===== src/rtl/epr_pkg.sv =====
package epr_pkg;
   // -----------------------------------------------------------------
   // register indexes (byte address = 4 * index)
   // -----------------------------------------------------------------
   localparam logic [15:0] OFF_DATA = 16'h0000;
   localparam logic [15:0] OFF_STAT = 16'h0001;
   localparam logic [15:0] OFF_CTRL = 16'h0002;
   localparam logic [15:0] OFF_FIFO = 16'h0400;
   localparam logic [15:0] OFF_CFGB = 16'h0401;
   localparam logic [15:0] OFF_ECR  = 16'h0402;

   // -----------------------------------------------------------------
   // modes and fields
   // -----------------------------------------------------------------
   typedef enum logic [2:0] {
      M_STD   = 3'b000,
      M_BIDIR = 3'b001,
      M_COMPAT_FIFO_PORT = 3'b010,
      M_ECP   = 3'b011,
      M_ENH   = 3'b100,
      M_RSVD  = 3'b101,
      M_TEST  = 3'b110,
      M_CFG   = 3'b111
   } epr_mode_e;

   localparam int CTL_DIR    = 5;
   localparam int CTL_ACKEN  = 4;
   localparam int CTL_SELIN  = 3;
   localparam int CTL_INIT   = 2;
   localparam int CTL_AFD    = 1;
   localparam int CTL_STB    = 0;
   localparam logic [5:0] CTL_RST  = 6'h04;
   localparam logic [2:0] ECR_RST  = 3'h5;
   localparam logic [7:0] CFGA_VAL = 8'h10;
   localparam int FIFO_DEPTH = 16;
   localparam int FIFO_AW    = 4;

   // -----------------------------------------------------------------
   // handshake timing
   // -----------------------------------------------------------------
   localparam int CLK_PS      = 25000;
   localparam int SETUP_NS    = 500;
   localparam int STROBE_NS   = 500;
   localparam logic [4:0] SETUP_CYC =
      5'((SETUP_NS * 1000 + CLK_PS - 1) / CLK_PS);
   localparam logic [4:0] STROBE_CYC =
      5'((STROBE_NS * 1000 + CLK_PS - 1) / CLK_PS);
endpackage : epr_pkg


===== src/rtl/epr_port.sv =====
`timescale 1ns/1ps
module epr_port
   import epr_pkg::*;
(
   input  wire logic        clk_sys_i,
   input  wire logic        arst_n_i,
   // avalon-mm slave
   input  wire logic [17:0] avs_address_i,
   input  wire logic        avs_read_i,
   input  wire logic        avs_write_i,
   input  wire logic [31:0] avs_writedata_i,
   output logic      [31:0] avs_readdata_o,
   output logic             avs_waitrequest_o,
   // base address configuration
   input  wire logic [7:0]  base_addr_cfg_high_i,
   input  wire logic [7:0]  base_addr_cfg_low_i,
   // peripheral pins
   input  wire logic [7:0]  peripheral_data_lines_i,
   output logic      [7:0]  peripheral_data_lines_o,
   output logic             peripheral_data_lines_oe_n_o,
   input  wire logic        busy_pin_i,
   input  wire logic        ack_pin_n_i,
   input  wire logic        paper_error_pin_i,
   input  wire logic        select_pin_i,
   input  wire logic        fault_pin_n_i,
   output logic             strobe_pin_n_o,
   output logic             auto_feed_pin_n_o,
   output logic             init_pin_n_o,
   output logic             select_in_pin_n_o,
   output logic             ack_irq_o
);

   // ----------------------------------------------------------------
   // state types and registers
   // ----------------------------------------------------------------
   typedef enum logic [2:0] {
      E_IDLE   = 3'b000,
      E_SETUP  = 3'b001,
      E_STROBE = 3'b010,
      E_HOLD   = 3'b011,
      E_RACK   = 3'b100
   } epr_eng_e;

   logic [12:0]  sy1_r;
   logic [12:0]  sy2_r;
   logic [12:0]  sy3_r;
   logic [12:0]  stb_r;
   logic         ack_d_r;
   logic         bus_ack_r;
   logic [31:0]  rdata_r;
   logic [7:0]   pd_out_r;
   logic         tag_r;
   logic [5:0]   ctl_r;
   epr_mode_e    mode_r;
   logic [2:0]   ecr_r;
   logic [2:0]   cfgb_r;
   logic [8:0]   mem_r [FIFO_DEPTH];
   logic [3:0]   wp_r;
   logic [3:0]   rp_r;
   logic [4:0]   cnt_r;
   epr_eng_e     eng_r;
   logic [4:0]   tmr_r;
   logic         irq_r;

   logic         busy_s;
   logic         ack_s;
   logic [7:0]   pd_s;
   logic [15:0]  off;
   logic         req;
   logic         wr_take;
   logic         rd_take;
   logic         full;
   logic         empty;
   logic         dir_in;
   logic         fwd_on;
   logic         rev_on;
   logic         h_push;
   logic         h_pop;
   logic         e_push;
   logic         e_pop;
   logic         push;
   logic         pop;
   logic         flush;
   logic [8:0]   push_dat;
   logic [7:0]   rd_val;

   // ----------------------------------------------------------------
   // helper functions
   // ----------------------------------------------------------------
   // host-side FIFO write allowed at offset 0x400 in mode m
   function automatic logic fifo_wr_ok(input epr_mode_e m,
                                       input logic      din);
      fifo_wr_ok = (m == M_COMPAT_FIFO_PORT) || (m == M_TEST) ||
                   ((m == M_ECP) && !din);
   endfunction : fifo_wr_ok

   // ----------------------------------------------------------------
   // pin input synchronisers
   // ----------------------------------------------------------------
   // three stages; a change counts once stage two and three agree
   always_ff @(posedge clk_sys_i or negedge arst_n_i)
   begin
      if (!arst_n_i)
      begin
         sy1_r <= 13'h0000;
         sy2_r <= 13'h0000;
         sy3_r <= 13'h0000;
         stb_r <= 13'h0000;
      end
      else
      begin
         sy1_r <= {busy_pin_i, ack_pin_n_i, paper_error_pin_i,
                   select_pin_i, fault_pin_n_i,
                   peripheral_data_lines_i};
         sy2_r <= sy1_r;
         sy3_r <= sy2_r;
         stb_r <= (sy2_r & sy3_r) | (stb_r & (sy2_r | sy3_r));
      end
   end

   assign busy_s = stb_r[12];
   assign ack_s  = stb_r[11];
   assign pd_s   = stb_r[7:0];

   // ----------------------------------------------------------------
   // acknowledge interrupt
   // ----------------------------------------------------------------
   // one-cycle request on each low-to-high ack edge while the ACKEN control bit is set
   always_ff @(posedge clk_sys_i or negedge arst_n_i)
   begin
      if (!arst_n_i)
      begin
         ack_d_r <= 1'b1;
         irq_r   <= 1'b0;
      end
      else
      begin
         ack_d_r <= ack_s;
         irq_r   <= ack_s & ~ack_d_r & ctl_r[CTL_ACKEN];
      end
   end

   assign ack_irq_o = irq_r;

   // ----------------------------------------------------------------
   // bus decode and answer
   // ----------------------------------------------------------------
   // offset is relative to the configured base address
   assign off = avs_address_i[17:2] - {base_addr_cfg_high_i,
                                       base_addr_cfg_low_i};
   assign req = avs_read_i | avs_write_i;
   assign avs_waitrequest_o = req & ~bus_ack_r;
   assign wr_take = avs_write_i & bus_ack_r;
   assign rd_take = avs_read_i & bus_ack_r;
   assign avs_readdata_o = rdata_r;

   // read mux; unmapped or mode-hidden offsets read zero
   always_comb
   begin
      rd_val = 8'h00;
      unique case (off)
         OFF_DATA:
            if (mode_r == M_STD || mode_r == M_BIDIR)
               rd_val = pd_s;
         OFF_STAT:
            rd_val = {~busy_s, ack_s, stb_r[10:8],
                      3'b111};
         OFF_CTRL:
            rd_val = {2'b11, ctl_r};
         OFF_FIFO:
            if (mode_r == M_CFG)
               rd_val = CFGA_VAL;
            else if (!empty)
               rd_val = mem_r[rp_r][7:0];
         OFF_CFGB:
            if (mode_r == M_CFG)
               rd_val = {1'b0, irq_r, cfgb_r, 3'b111};
         OFF_ECR:
            rd_val = {mode_r, ecr_r, full, empty};
         default:
            rd_val = 8'h00;
      endcase
   end

   // one wait state: answer in the cycle after the request
   always_ff @(posedge clk_sys_i or negedge arst_n_i)
   begin
      if (!arst_n_i)
      begin
         bus_ack_r <= 1'b0;
         rdata_r   <= 32'h0000_0000;
      end
      else
      begin
         bus_ack_r <= req & ~bus_ack_r;
         if (avs_read_i && !bus_ack_r)
            rdata_r <= {24'h000000, rd_val};
      end
   end

   // ----------------------------------------------------------------
   // control, extended control and config B
   // ----------------------------------------------------------------
   always_ff @(posedge clk_sys_i or negedge arst_n_i)
   begin
      if (!arst_n_i)
      begin
         ctl_r  <= CTL_RST;
         mode_r <= M_STD;
         ecr_r  <= ECR_RST;
         cfgb_r <= 3'h0;
      end
      else if (wr_take)
      begin
         if (off == OFF_CTRL)
            ctl_r <= avs_writedata_i[5:0];
         if (off == OFF_ECR)
         begin
            mode_r <= epr_mode_e'(avs_writedata_i[7:5]);
            ecr_r  <= avs_writedata_i[4:2];
         end
         if (off == OFF_CFGB && mode_r == M_CFG)
            cfgb_r <= avs_writedata_i[5:3];
      end
   end

   // ----------------------------------------------------------------
   // direction and engine enables
   // ----------------------------------------------------------------
   assign dir_in = ctl_r[CTL_DIR] &
                   ~((mode_r == M_STD) || (mode_r == M_COMPAT_FIFO_PORT));
   assign fwd_on = (mode_r == M_COMPAT_FIFO_PORT) ||
                   ((mode_r == M_ECP) && !dir_in);
   assign rev_on = (mode_r == M_ECP) && dir_in;

   // ----------------------------------------------------------------
   // shared FIFO
   // ----------------------------------------------------------------
   assign full  = (cnt_r == 5'(FIFO_DEPTH));
   assign empty = (cnt_r == 5'd0);

   // host pushes: tagged address byte at 0, data bytes at 0x400
   assign h_push = wr_take &&
      (((off == OFF_DATA) && (mode_r == M_ECP) && !dir_in) ||
       ((off == OFF_FIFO) && fifo_wr_ok(mode_r, dir_in)));
   assign h_pop  = rd_take && (off == OFF_FIFO) && !empty &&
      ((mode_r == M_TEST) || rev_on);
   assign push   = (h_push | e_push) & ~full;
   assign pop    = h_pop | e_pop;
   assign push_dat = h_push ?
      {off == OFF_DATA, avs_writedata_i[7:0]} :
      {~busy_s, pd_s};
   // going back to a plain port mode discards queued bytes
   assign flush  = wr_take && (off == OFF_ECR) &&
                   (avs_writedata_i[7:6] == 2'b00);

   // one storage behind every FIFO path
   always_ff @(posedge clk_sys_i or negedge arst_n_i)
   begin
      if (!arst_n_i)
      begin
         wp_r  <= 4'h0;
         rp_r  <= 4'h0;
         cnt_r <= 5'h00;
      end
      else if (flush)
      begin
         wp_r  <= 4'h0;
         rp_r  <= 4'h0;
         cnt_r <= 5'h00;
      end
      else
      begin
         if (push)
            wp_r <= wp_r + 4'h1;
         if (pop)
            rp_r <= rp_r + 4'h1;
         cnt_r <= cnt_r + 5'(push) - 5'(pop);
      end
   end

   // storage write, no reset needed for data
   always_ff @(posedge clk_sys_i)
   begin
      if (push)
         mem_r[wp_r] <= push_dat;
   end

   // ----------------------------------------------------------------
   // automatic handshake engine
   // ----------------------------------------------------------------
   assign e_pop  = (eng_r == E_IDLE) && fwd_on && !empty &&
                   !busy_s;
   assign e_push = (eng_r == E_IDLE) && rev_on && !ack_s &&
                   !full;

   always_ff @(posedge clk_sys_i or negedge arst_n_i)
   begin
      if (!arst_n_i)
      begin
         eng_r <= E_IDLE;
         tmr_r <= 5'h00;
         tag_r <= 1'b0;
      end
      else if (!fwd_on && !rev_on)
         eng_r <= E_IDLE;
      else
      begin
         unique case (eng_r)
            E_IDLE:
               if (e_pop)
               begin
                  tag_r <= mem_r[rp_r][8];
                  tmr_r <= SETUP_CYC;
                  eng_r <= E_SETUP;
               end
               else if (e_push)
                  eng_r <= E_RACK;
            E_SETUP:
               if (tmr_r == 5'h00)
               begin
                  tmr_r <= STROBE_CYC;
                  eng_r <= E_STROBE;
               end
               else
                  tmr_r <= tmr_r - 5'h01;
            E_STROBE:
               if (tmr_r != 5'h00)
                  tmr_r <= tmr_r - 5'h01;
               else if (busy_s)
                  eng_r <= E_HOLD;
            E_HOLD:
               if (!busy_s)
                  eng_r <= E_IDLE;
            E_RACK:
               if (ack_s)
                  eng_r <= E_IDLE;
            default:
               eng_r <= E_IDLE;
         endcase
      end
   end

   // ----------------------------------------------------------------
   // data latch and output byte
   // ----------------------------------------------------------------
   always_ff @(posedge clk_sys_i or negedge arst_n_i)
   begin
      if (!arst_n_i)
         pd_out_r <= 8'h00;
      else if (e_pop)
         pd_out_r <= mem_r[rp_r][7:0];
      else if (wr_take && off == OFF_DATA &&
               (mode_r == M_STD || mode_r == M_BIDIR))
         pd_out_r <= avs_writedata_i[7:0];
   end

   // ----------------------------------------------------------------
   // pin outputs
   // ----------------------------------------------------------------
   assign peripheral_data_lines_o      = pd_out_r;
   assign peripheral_data_lines_oe_n_o = dir_in;
   assign select_in_pin_n_o = ~ctl_r[CTL_SELIN];
   assign init_pin_n_o      = ctl_r[CTL_INIT];

   // engine drives strobe only in its E_STROBE state; it drives auto-feed only in ECP mode
   always_comb
   begin
      strobe_pin_n_o = ~(ctl_r[CTL_STB] |
                         (eng_r == E_STROBE));
      if (mode_r == M_ECP)
         auto_feed_pin_n_o = rev_on ? (eng_r == E_RACK)
                                    : ~tag_r;
      else
         auto_feed_pin_n_o = ~ctl_r[CTL_AFD];
   end
endmodule : epr_port


===== config.mk =====
export PLATFORM = sky130hd
export DESIGN_NAME = epr_port
export DESIGN_NICKNAME = d
export VERILOG_FILES = /design/src/rtl/epr_pkg.sv /design/src/rtl/epr_port.sv
export SDC_FILE = /design/constraint.sdc
export NUM_CORES = 1
export LEC_CHECK = 0
export BUFFER_PORTS_ARGS = -buffer_cell sky130_fd_sc_hd__buf_2
export CAP_MARGIN = 20
export CORE_ASPECT_RATIO = 1.75
export CORE_MARGIN = 2
export CORE_UTILIZATION = 45
export DETAILED_ROUTE_END_ITERATION = 8
export GPL_ROUTABILITY_DRIVEN = 1
export PLACE_DENSITY = 0.73
export SETUP_SLACK_MARGIN = 0.1
export SLEW_MARGIN = 25
export SYNTH_ARGS = -nofsm -noshare
export SYNTH_HDL_FRONTEND = slang
export SYNTH_SLANG_ARGS = --single-unit

===== constraint.sdc =====
create_clock -name clk_sys_i -period 4.75 [get_ports clk_sys_i]
set_clock_uncertainty 0.1 [all_clocks]
set_input_delay 0.475 -clock clk_sys_i [delete_from_list [all_inputs] [get_ports clk_sys_i]]
set_output_delay 0.475 -clock clk_sys_i [all_outputs]
set_load 0.01 [all_outputs]

After elaboration in Yosys (flattened, before gate mapping)
Memories as Yosys holds them, arrays and structs flattened.
Cells that the tools add are included.
{"block": "totals", "in_bits": 83, "ramBits": 144, "n_memories": 1, "wordCells": 158, "output_inout_bits": 47, "regBits": 108}
{"memory": "mem_r", "words": 16, "width": 9, "read_ports": 1, "rd_clocked_by_memory_dff": 0, "write_ports": 1, "line_no": "epr_port.sv:57", "source": "logic [8:0] mem_r [FIFO_DEPTH];"}
{"block": "classes", "reduce_logical": 54, "mux": 30, "n_bitwise": 25, "n_eq_ne": 23, "add_sub_neg": 6}
{"cell": "$eq 16x11->1 const B", "count": 3}
{"cell": "$pmux 8 s6", "count": 1}
{"cell": "$mux 8", "count": 5}
{"cell": "$and 13x13->13", "count": 2}
{"cell": "$or 13x13->13", "count": 2}
{"cell": "$mux 3", "count": 8}
{"cell": "$logic_and 1x1->1", "count": 22}
{"cell": "$mux 5", "count": 4}
{"cell": "$eq 16x1->1 const B", "count": 1}
{"cell": "$eq 16x2->1 const B", "count": 1}
{"cell": "$logic_not 16->1", "count": 1}
{"cell": "$mux 4", "count": 4}
{"cell": "$sub 16x16->16", "count": 1}
{"cell": "$ne 3x3->1 const B", "count": 5}
{"cell": "$pmux 3 s5", "count": 1}
{"cell": "$pmux 5 s3", "count": 1}
{"cell": "$eq 3x2->1 const B", "count": 4}
{"cell": "$logic_not 5->1", "count": 2}
{"cell": "$not 1->1", "count": 10}
{"cell": "$eq 3x3->1 const B", "count": 3}
{"cell": "$mux 9", "count": 1}
{"cell": "$add 4x1->4 const B", "count": 2}
{"cell": "$logic_not 1->1", "count": 8}
{"cell": "$and 1x1->1", "count": 7}
{"cell": "other kinds (20)", "count": 39}

Longest topological paths before layout
Gate-level depths: netlist of run 1.
{"block": "logic_depth", "ltp_word": 15, "depth_mapped": 26, "ltp_nobuf": 23}

Least setup slack after synthesis of run 1
Ideal clock, no wire load.
{"block": "synth_timing", "path_type": "input to register", "startpoint": "in avs_address_i[2]", "endpoint": "reg cnt_r[4]", "arrival_time_ns": 5.440, "setup_time_ns": 0.131, "n_path_buf": 3, "path_stages": 26, "path_slack_ns": -0.921, "cell_sequence": "inv_1 > ha_1 > fa_1 > nor2b_4 > nor2_1 > or4_1 > o311a_1 > or4_1 > or4_1 > buf_2 > or4b_1 > buf_2 > a21boi_4 > buf_6 > inv_1 > ha_1 > inv_1 > ha_1 > inv_1 > fa_1 > inv_1 > a21oi_1 > nor2_1 > nor2_1 > xnor2_1 > nor2_1"}
{"block": "synth_between", "elab_chain_len": 11}
{"item": "start: declaration", "line_no": "epr_port.sv:8", "source": "input wire logic [17:0] avs_address_i,"}
{"item": "$sub 16x16->16 (*)", "line_no": "epr_port.sv:149", "source": "assign off = avs_address_i[17:2] - {base_addr_cfg_high_i,"}
{"item": "$logic_not 16->1", "line_no": "epr_port.sv:244", "source": "(((off == OFF_DATA) && (mode_r == M_ECP) && !dir_in) ||"}
{"item": "$logic_and 1x1->1 (2 in a row)", "line_no": "epr_port.sv:244"}
{"item": "$logic_or 1x1->1", "line_no": "epr_port.sv:244"}
{"item": "$logic_and 1x1->1", "line_no": "epr_port.sv:243", "source": "assign h_push = wr_take &&"}
{"item": "$or 1x1->1", "line_no": "epr_port.sv:248", "source": "assign push = (h_push | e_push) & ~full;"}
{"item": "$and 1x1->1", "line_no": "epr_port.sv:248"}
{"item": "$add 5x1->5", "line_no": "epr_port.sv:278", "source": "cnt_r <= cnt_r + 5'(push) - 5'(pop);"}
{"item": "$sub 5x1->5", "line_no": "epr_port.sv:278"}
{"item": "$mux 5 (*)", "line_no": "epr_port.sv:266", "source": "else if (flush)"}
{"item": "end signal: assignment", "line_no": "epr_port.sv:278"}
{"item": "end: declaration", "line_no": "epr_port.sv:60", "source": "logic [4:0] cnt_r;"}
Mark *: on every way between the ends. The rest lies on a longest branch, timed or not.
A chain may end at the register's enable or synchronous reset.

Final worst setup path of run 1
{"block": "layout_timing", "startpoint": "in base_addr_cfg_low_i[0]", "endpoint": "reg cnt_r[4]"}
{"block": "layout_between", "elab_chain_len": 11}
{"item": "start: declaration", "line_no": "epr_port.sv:16", "source": "input wire logic [7:0] base_addr_cfg_low_i,"}
{"item": "$sub 16x16->16 (*)", "line_no": "epr_port.sv:149"}
{"item": "$logic_not 16->1", "line_no": "epr_port.sv:244"}
{"item": "$logic_and 1x1->1 (2 in a row)", "line_no": "epr_port.sv:244"}
{"item": "$logic_or 1x1->1", "line_no": "epr_port.sv:244"}
{"item": "$logic_and 1x1->1", "line_no": "epr_port.sv:243"}
{"item": "$or 1x1->1", "line_no": "epr_port.sv:248"}
{"item": "$and 1x1->1", "line_no": "epr_port.sv:248"}
{"item": "$add 5x1->5", "line_no": "epr_port.sv:278"}
{"item": "$sub 5x1->5", "line_no": "epr_port.sv:278"}
{"item": "$mux 5 (*)", "line_no": "epr_port.sv:266"}
Marked as above.

==> impl_metrics.toml, run 1 <==
[run_status]
status = "finished clean"

[cells_and_area]
final_cells = 1349
final_nets = 1130
syn_to_final_growth_pct = 18.9
layout_commonest_cell = "edfxtp_1"
final_cell_mix = "144 x edfxtp_1, 103 x dfrtp_1, 76 x buf_2, 65 x nand2_1, 65 x buf_4"
antenna_cells = 0
drive_gt1_share_pct = 28.3

[floorplan]
start_util_pct = 45.9
die_h_um = 217
die_w_um = 126
rows = 77
coreArea_um2 = 25300
die-area_um2 = 27200
num_io_pins = 130

[power]
p_total_mw = 4.70
pwr-share-clk_pct = 38.6
p_switching_mw = 1.10
p_seq_share_pct = 51.6
intPower_mw = 3.59
switching_share_pct = 23.5
ir_worst_vdd_uv = 273
comb_power_share_pct = 9.9
leakagePower_nw = 5.76
power_density_nw_per_um2 = 339

[worst_setup_path]
startpoint_type = "input pin"
slowest_delay_ps = 530
path_class = "in2reg"
worstPathCellList = "buf_4 > ha_4 > fa_2 > nor2b_4 > nor2_1 > or4_1 > o311a_1 > or4_1 > or4_4 > or4b_4 > a21boi_4 > inv_2 > ha_4 > inv_2 > ha_4 > inv_2 > fa_2 > inv_2 > a21oi_1 > nor2_1 > nor2_1 > xnor2_1 > nor2_1"
cp.arrival_ps = 4910
endpoint_kind = "flip-flop"
path_buf_inv = 5
crit_family = "simple AND/OR/NAND/NOR gates"
cp_max_fo = 3
slowest_stage = "or4_1"
crit_required_ps = 5060

[clock_tree]
cts_made_buffers = 22
htree_levels = 1
cts_root_buf = "clkbuf_16"
clock_sinks = 252
clock_path_buffers = 3
path_clk_slew_ps = 70
tritoncts = "yes"
clock_latency_ps = 530

[drt]
totalWireLength_um = 27000
final_antenna_net_count = 0
drtIter0Drc = 479
viasPerCell = 5.64
wl_per_cell_um = 20.0
firstDrtPassIters = 5
vias = 7610
drc_errors = 0

[synth]
synth_top_area_share_pct = 37.1
yosys.area.top_type = "edfxtp_1"
ys_warn_count = 0
ys_top_cells_by_area = "edfxtp_1 37%, dfrtp_1 22%, mux2_2 4.4%, mux4_2 4.1%, mux2i_1 3.2%"
ys.flop_type = "edfxtp_1"
ys_ff_latch = 252
ys_seq_area_share_pct = 60.4
synth-async-reset-ratio_pct = 42.9
netlist_area_um2 = 11600
ys_types = 68
synth_cells = 867
synth_edf_count = 144
avgSynthCellArea_um2 = 13.4

[grt]
grt_max_degree = 62
grt_pass1_wl_um = 42000
gr-total-overflow = 0
grt_pass1_vias = 7774
grtUsageTotal_pct = 19.7
antenna_found_initial = 0

[timing]
worst_slew_pin_slew_ps = 775
slew_violations = 0
finalHoldViolCount = 0
finalCriticalPeriod_ps = 4600
finalSetupViolCount = 0
finalCritPeriodShare_pct = 96.9
slew_headroom_pct = 48.4
clock.fmax_mhz = 217
rsz0062_at_grt = "true"

[flow_run]
drv_cap = 0

[place]
dp.cells = 1294
post-dp-hpwl_um = 19800
place.gp.congestion = 0.926
port_buffers = 79

[worst_hold_path]
hold_class = "in2reg"
## flip-flops by register name, indices dropped and copies added, names as in the netlist, 3 cells and up
signal / count
mem_r: 144
stb_r: 13
sy1_r: 13
sy2_r: 13
sy3_r: 13
avs_readdata_o: 8
peripheral_data_lines_o: 8
ctl_r: 6
cnt_r: 5
tmr_r: 5
rp_r: 4
wp_r: 4
cfgb_r: 3
ecr_r: 3
eng_r: 3
mode_r: 3
## worst register-to-register path: cells and delay by family (launching register included)
kind / cells / cell delay, ps
buffers and inverters: 6 / 650
and+or+nand+nor: 6 / 710
DFF: 1 / 390
xor gates and xnor gates: 1 / 140
adders and majority gates: 4 / 870
AOI/OAI and AO/OA: 2 / 170
## path summary, 6_finish.rpt
path                                         from  slack [ps]  depth (start not counted)   endpoint
max in group asynchronous                arst_n_i        2920                          3    rp_r[0]
hold reg to reg                         sy1_r[12]         250                          0  sy2_r[12]
setup reg to reg                         cnt_r[2]        1600                         19   cnt_r[4]
hold / removal                 avs_writedata_i[0]         130                          2   ctl_r[0]
setup / recovery           base_addr_cfg_low_i[0]         150                         23   cnt_r[4]
min in group asynchronous                arst_n_i         470                          2   sy1_r[9]
## repair_timing
item,4_1_cts,5_1_grt
setup endpoints to repair,17,2
buffers inserted,1,0
hold buffers,14,0
endpoints found under the hold margin,72,0
cloned,0,0
resized for setup,3,5
## kinds of logic (layout without fill, tap and decap cells)
group,Yosys count,in the layout,synth area share [%]
AO/OA/AOI/OAI,161,161,9.30
XOR/XNOR,13,13,0.978
adder cells (fa/ha/maj),43,43,4.47
other,1,24,0.0322
AND/OR/NAND/NOR,191,191,8.94
buffers and inverters,102,245,4.18
flip-flops,252,252,60.4
multiplexers,104,104,11.7
## through the flow
step                hold slack (ps)  worst slack [ps]  setup TNS [ps]  utilization [%]  instance area [um^2]
CTS                             114               115               0             54.6                 13800
detailed placement              236              -544          -21980             51.0                 12900
finish                          130               149               0             54.6                 13800
global placement                232              -464          -12270             51.0                 12900
global route                    146              22.0               0             54.6                 13800
floorplan                      79.4              -523           -1440                -                 11800
## per-layer routing
metal  vias up  track usage (%)  part of all wire (%)
li1       3521                -                     -
met3        84             2.34                   4.1
met1      3751             20.6                    35
met2       254             37.3                    55
met4         0             11.7                   5.7
met5         -                0                     0
## cells in the mapped netlist (4+ instances only)
master    instances
edfxtp_1        144
dfrtp_1         104
nand2_1          65
mux2_2           46
o21ai_0          39
inv_1            37
mux2i_1          37
nor2_1           36
a21oi_1          34
clkbuf_1         28
ha_1             28
buf_4            24
mux4_2           21
a221oi_1         19
nand3_1          14
maj3_1           13
a22oi_1          10
and4b_1           8
nor2b_1           8
nor3_1            8
a21o_1            7
a31oi_1           7
xnor2_1           7
and4_1            6
buf_1             6
nand2b_1          6
o211ai_1          6
xor2_1            6
a211o_1           5
and3_1            5
buf_2             5
nand4_1           5
o31ai_1           5
and4bb_2          4
dfstp_2           4
nand3b_1          4
or4_1             4
## power groups by stage
stage	registers (mW)	logic, mW	clock network, mW
2_1_floorplan	2.45	0.300	0
3_3_place_gp	2.46	0.436	0
3_5_place_dp	2.47	0.450	0
4_1_cts	2.42	0.463	1.85
5_1_grt	2.42	0.511	1.94
6_report	2.42	0.465	1.81
## layout make-up
class / count / area (um^2)
fill: 2028 / 11500
clock inverter: 15 / 151
sequential: 252 / 7040
inverter: 38 / 155
timing repair buffer: 167 / 1240
tap: 316 / 395
clock buffer: 25 / 593
multi-input combinational: 536 / 4270
(Power assumes the default switching activity.)
==> run 2, diff against run 1 <==
- ABC_CLOCK_PERIOD_IN_PS: default -> 4750
- CORE_UTILIZATION: 45 -> 42
- PLACE_DENSITY: 0.73 -> 0.69
==> impl_metrics.toml, run 2 (synthesis gave the netlist of run 1 again) <==
[run_status]
status = "finished clean"

[grt]
antenna_found_initial = 0
grt-busiest-layer = "met2"
met3_usage_pct = 1.67
grt_pass1_wl_um = 42900
grt_use_met1_pct = 19.9
grt_use_met2_pct = 37.4
gr-total-overflow = 0
grt_pass1_vias = 7908
grt_max_degree = 72
grtUsageTotal_pct = 19.1

[timing]
finalCriticalPeriod_ps = 4560
slew_violations = 0
rsz0062_at_grt = "true"
slew_headroom_pct = 42.9
finalSetupViolCount = 0
worst_slew_pin_slew_ps = 856
finalCritPeriodShare_pct = 96.0
finalHoldViolCount = 0
clock.fmax_mhz = 219

[worst_setup_path]
crit_required_ps = 5050
cp.arrival_ps = 4860
slowest_delay_ps = 520
path_class = "in2reg"
r2r_end = "cnt_r[4]"
r2r_start = "cnt_r[3]"
cp_max_fo = 3
worstPathCellList = "buf_8 > inv_12 > ha_4 > fa_2 > nor2b_4 > nor2_1 > or4_1 > o311a_1 > or4_1 > or4_4 > or4b_4 > a21boi_4 > inv_2 > ha_4 > inv_2 > ha_4 > inv_2 > fa_2 > inv_2 > a21oi_2 > nor2_1 > nor2_1 > xnor2_1 > nor2_1"
path_buf_inv = 6
reg2regPathDepth = 19
reg2reg_slack_ps = 1640
path_depth = 24
endpoint_kind = "flip-flop"
slowest_stage = "or4_1"
crit_family = "simple AND/OR/NAND/NOR gates"
startpoint_type = "input pin"
startpoint = "avs_address_i[2]"
critical_path.endpoint = "cnt_r[4]"

[clock_tree]
clock_sinks = 252
tritoncts = "yes"
path_clk_slew_ps = 70
cts_made_buffers = 22
htree_levels = 1
cts_root_buf = "clkbuf_16"
clock_path_buffers = 3
clock_latency_ps = 520

[place]
port_buffers = 79
place.gp.congestion = 0.937
dp.cells = 1352
post-dp-hpwl_um = 20200

[cells_and_area]
antenna_cells = 0
drive_gt1_share_pct = 28.5
final_cells = 1407
final_cell_mix = "144 x edfxtp_1, 103 x dfrtp_1, 76 x buf_2, 71 x buf_4, 65 x nand2_1"
largest_register_ffs = 144
regArea_um2 = 7030
multiInputGateArea_um2 = 4270
layout_commonest_cell = "edfxtp_1"
fillers = 2299
final_core_util_pct = 51.1
final_nets = 1135
syn_to_final_growth_pct = 19.6
largest-register = "mem_r"

[worst_hold_path]
hold_class = "in2reg"
min_delay_path_depth = 2

[floorplan]
die_w_um = 130
coreArea_um2 = 27200
start_util_pct = 42.8
num_io_pins = 130
die_h_um = 224
rows = 80
die-area_um2 = 29100

[drt]
firstDrtPassIters = 5
final_antenna_net_count = 0
totalWireLength_um = 27500
viasPerCell = 5.42
wl_per_cell_um = 19.6
vias = 7621
drtIter0Drc = 532
drc_errors = 0

[flow_run]
drv_cap = 0

[power]
p_total_mw = 4.71
ir_worst_vdd_uv = 277
leakagePower_nw = 5.75
power_density_nw_per_um2 = 339
run 2: worst min path at each step:
| stage | slack (ps) | from | to |
|---|---|---|---|
| CTS | 110 | avs_writedata_i[0] | ctl_r[0] |
| finish | 130 | avs_writedata_i[0] | ctl_r[0] |
| detailed placement | 230 | sy1_r[7] | sy2_r[7] |
| global placement | 230 | sy1_r[9] | sy2_r[9] |
| floorplan | 80 | arst_n_i | ack_irq_o |
| global route | 130 | avs_writedata_i[0] | ctl_r[0] |
run 2: what timing repair did:
action | 4_1_cts | 5_1_grt
endpoints found under the hold margin | 79 | 0
setup buffers | 1 | 0
pin swaps | 1 | 1
gates resized for setup | 3 | 6
hold buffers | 14 | 0
endpoints found under the setup margin | 17 | 1
run 2: worst reg2reg max path, delay by kind of cell, from the launching register on:
kind / cells / cell delay, ps
compound gates: 2 / 160
buf+inv: 6 / 650
flops: 1 / 390
xor+xnor: 1 / 140
simple gates: 6 / 700
fa+ha+maj: 4 / 860
run 2: layer usage:
metal | vias up | wire [um]
met1 | 3790 | 9700
met3 | 71 | 848
met4 | 0 | 1340
met2 | 236 | 15600
li1 | 3524 | -
met5 | - | 0
run 2: layout make-up:
cell class / instances / share of cell area [%]
timing repair buffer: 172 / 9.05
clock inverter: 17 / 1.32
multi-input combinational: 536 / 30.7
sequential: 252 / 50.5
tap: 369 / 3.32
clock buffer: 23 / 3.98
inverter: 38 / 1.11
run 2: power breakdown:
group | leakage [nW] | switching [mW] | total, mW | internal, mW
clock | 0.337 | 0.795 | 1.82 | 1.02
sequential | 2.62 | 0.0394 | 2.42 | 2.38
combinational | 2.79 | 0.278 | 0.475 | 0.198
total | 5.75 | 1.11 | 4.71 | 3.60
run 2: through the flow:
step	cell area (um^2)	setup TNS [ps]	worst slack (ps)	hold slack, ps
after floorplan	11800	-1440	-523	79.4
after global placement	13000	-12170	-453	233
after detailed placement	13000	-22360	-535	235
after CTS	13900	0	115	110
after global routing	13900	0	27.3	129
final	13900	0	189	127
==> run 3, diff against run 2 <==
- CELL_PAD_IN_SITES_DETAIL_PLACEMENT: default -> 1
- CELL_PAD_IN_SITES_GLOBAL_PLACEMENT: default -> 1
- CORE_MARGIN: 2 -> default
- PLACE_DENSITY: 0.69 -> 0.8
==> impl_metrics.toml, run 3 (synthesis gave the netlist of run 1 again) <==
[run_status]
status = "finished, violations left"
violations = "hold timing"

[worst_setup_path]
reg2reg_slack_ps = 1700
path_class = "in2reg"
slowest_stage = "or4b_4"
worstPathCellList = "buf_8 > inv_12 > ha_4 > fa_2 > nor2b_4 > nor2_1 > or4_1 > o311a_1 > or4_1 > or4_4 > or4b_4 > a21boi_4 > inv_2 > ha_4 > inv_4 > ha_4 > inv_2 > fa_2 > inv_2 > a21oi_2 > nor2_1 > nor2_1 > xnor2_1 > nor2_1"
slowest_delay_ps = 530
r2r_start = "mode_r[1]"
cp.arrival_ps = 4950
startpoint_type = "input pin"
path_depth = 24
reg2regPathDepth = 16
r2r_end = "cnt_r[4]"
crit_family = "simple AND/OR/NAND/NOR gates"
path_buf_inv = 6
critical_path.endpoint = "cnt_r[4]"
cp_max_fo = 4
cpMostUsedCell = "nor2_1"
endpoint_kind = "flip-flop"
crit_required_ps = 5050
startpoint = "avs_address_i[2]"

[clock_tree]
tritoncts = "yes"
path_clk_slew_ps = 70
clock_path_buffers = 3
cts_made_buffers = 21
cts_root_buf = "clkbuf_16"
htree_levels = 1
clock_sinks = 252
clock_latency_ps = 510

[timing]
finalSetupTns_ps = 0
worst_slew_pin_slew_ps = 913
slew_violations = 0
finalCriticalPeriod_ps = 4650
finalCritPeriodShare_pct = 97.8
finalHoldViolCount = 4
slew_headroom_pct = 39.1
rsz0062_at_grt = "true"
clock.fmax_mhz = 215
finalSetupViolCount = 0
whs_ps = -4.88

[place]
port_buffers = 79
post-dp-hpwl_um = 23800
place.gp.congestion = 0.901

[cells_and_area]
regArea_um2 = 7030
drive_gt1_share_pct = 29.0
largest-register = "mem_r"
layout_commonest_cell = "edfxtp_1"
largest_register_ffs = 144
fillers = 2830
antenna_cells = 0
final_nets = 1140
multiInputGateArea_um2 = 4270
syn_to_final_growth_pct = 19.8
final_cell_mix = "144 x edfxtp_1, 103 x dfrtp_1, 77 x buf_4, 76 x buf_2, 65 x nand2_1"

[drt]
totalWireLength_um = 31900
wl_per_cell_um = 22.6
firstDrtPassIters = 4
drc_errors = 0
final_antenna_net_count = 0
vias = 7891
drtIter0Drc = 331
viasPerCell = 5.60

[power]
p_seq_share_pct = 51.4
ir_worst_vdd_uv = 262
p_switching_mw = 1.12
pwr-share-clk_pct = 38.0
power_density_nw_per_um2 = 338
switching_share_pct = 23.7
p_total_mw = 4.72
intPower_mw = 3.60
comb_power_share_pct = 10.6
leakagePower_nw = 5.79

[grt]
gr-total-overflow = 0
grt_pass1_wl_um = 48400
antenna_found_initial = 0
grt_pass1_vias = 8590
grt_max_degree = 75
grtUsageTotal_pct = 22.9

[floorplan]
rows = 80
num_io_pins = 130
die-area_um2 = 28400
start_util_pct = 42.8
coreArea_um2 = 27200
die_w_um = 128
die_h_um = 222

[worst_hold_path]
hold_class = "in2async"

[flow_run]
drv_cap = 0
## run 3: worst min path at each step
stage,startpoint,end,cells after the start
after floorplan,arst_n_i,ack_irq_o,0
after global placement,sy1_r[5],sy2_r[5],0
after detailed placement,sy1_r[11],sy2_r[11],0
after CTS,arst_n_i,ack_irq_o,1
after global routing,arst_n_i,sy1_r[6],1
final,arst_n_i,sy1_r[11],1
## run 3: worst reg2reg max path, delay by kind of cell, from the launching register on
kind,cells,cell delay (ps)
compound gates,2,210
xor+xnor,1,130
fa+ha+maj,3,680
buf+inv,4,200
flops,1,580
simple gates,6,1030
## run 3: power groups by stage
stage / logic [mW] / registers, mW / clock network (mW)
final: 0.502 / 2.42 / 1.79
after global routing: 0.547 / 2.43 / 1.90
after CTS: 0.499 / 2.42 / 1.83
after detailed placement: 0.481 / 2.47 / 0
after global placement: 0.464 / 2.47 / 0
after floorplan: 0.300 / 2.45 / 0
## run 3: metrics by stage
step | area [um^2] | worst slack [ps] | std cells | hold slack (ps) | util [%]
floorplan | 11800 | -523 | 890 | 79.4 | -
global placement | 13100 | -492 | 1357 | 234 | 47.9
detailed placement | 13100 | -603 | 1357 | 236 | 47.9
CTS | 13900 | 96.6 | 1410 | 8.97 | 51.2
global route | 13900 | -68.3 | 1410 | 67.9 | 51.2
finish | 13900 | 103 | 1410 | -4.88 | 51.2
## run 3: timing repair
action / in CTS / in global routing
hold buffers: 13 / 0
hold endpoints to repair: 13 / 0
buffers inserted: 3 / 0
gates resized for setup: 6 / 4
setup endpoints to repair: 18 / 2
pin swaps: 6 / 2
## run 3: layout make-up
class	instances	share of cell area [%]
clock buffer	26	4.03
clock inverter	11	1.03
inverter	38	1.13
multi-input combinational	536	30.6
sequential	252	50.4
tap	369	3.31
timing repair buffer	178	9.43
## run 3: metal layers
metal	routed length (um)	part of all wire [%]	GRT usage (%)
met1	10600	33	21.5
met2	17800	56	44.0
met3	1060	3.3	3.15
met4	2430	7.6	16.8
met5	0	0	0
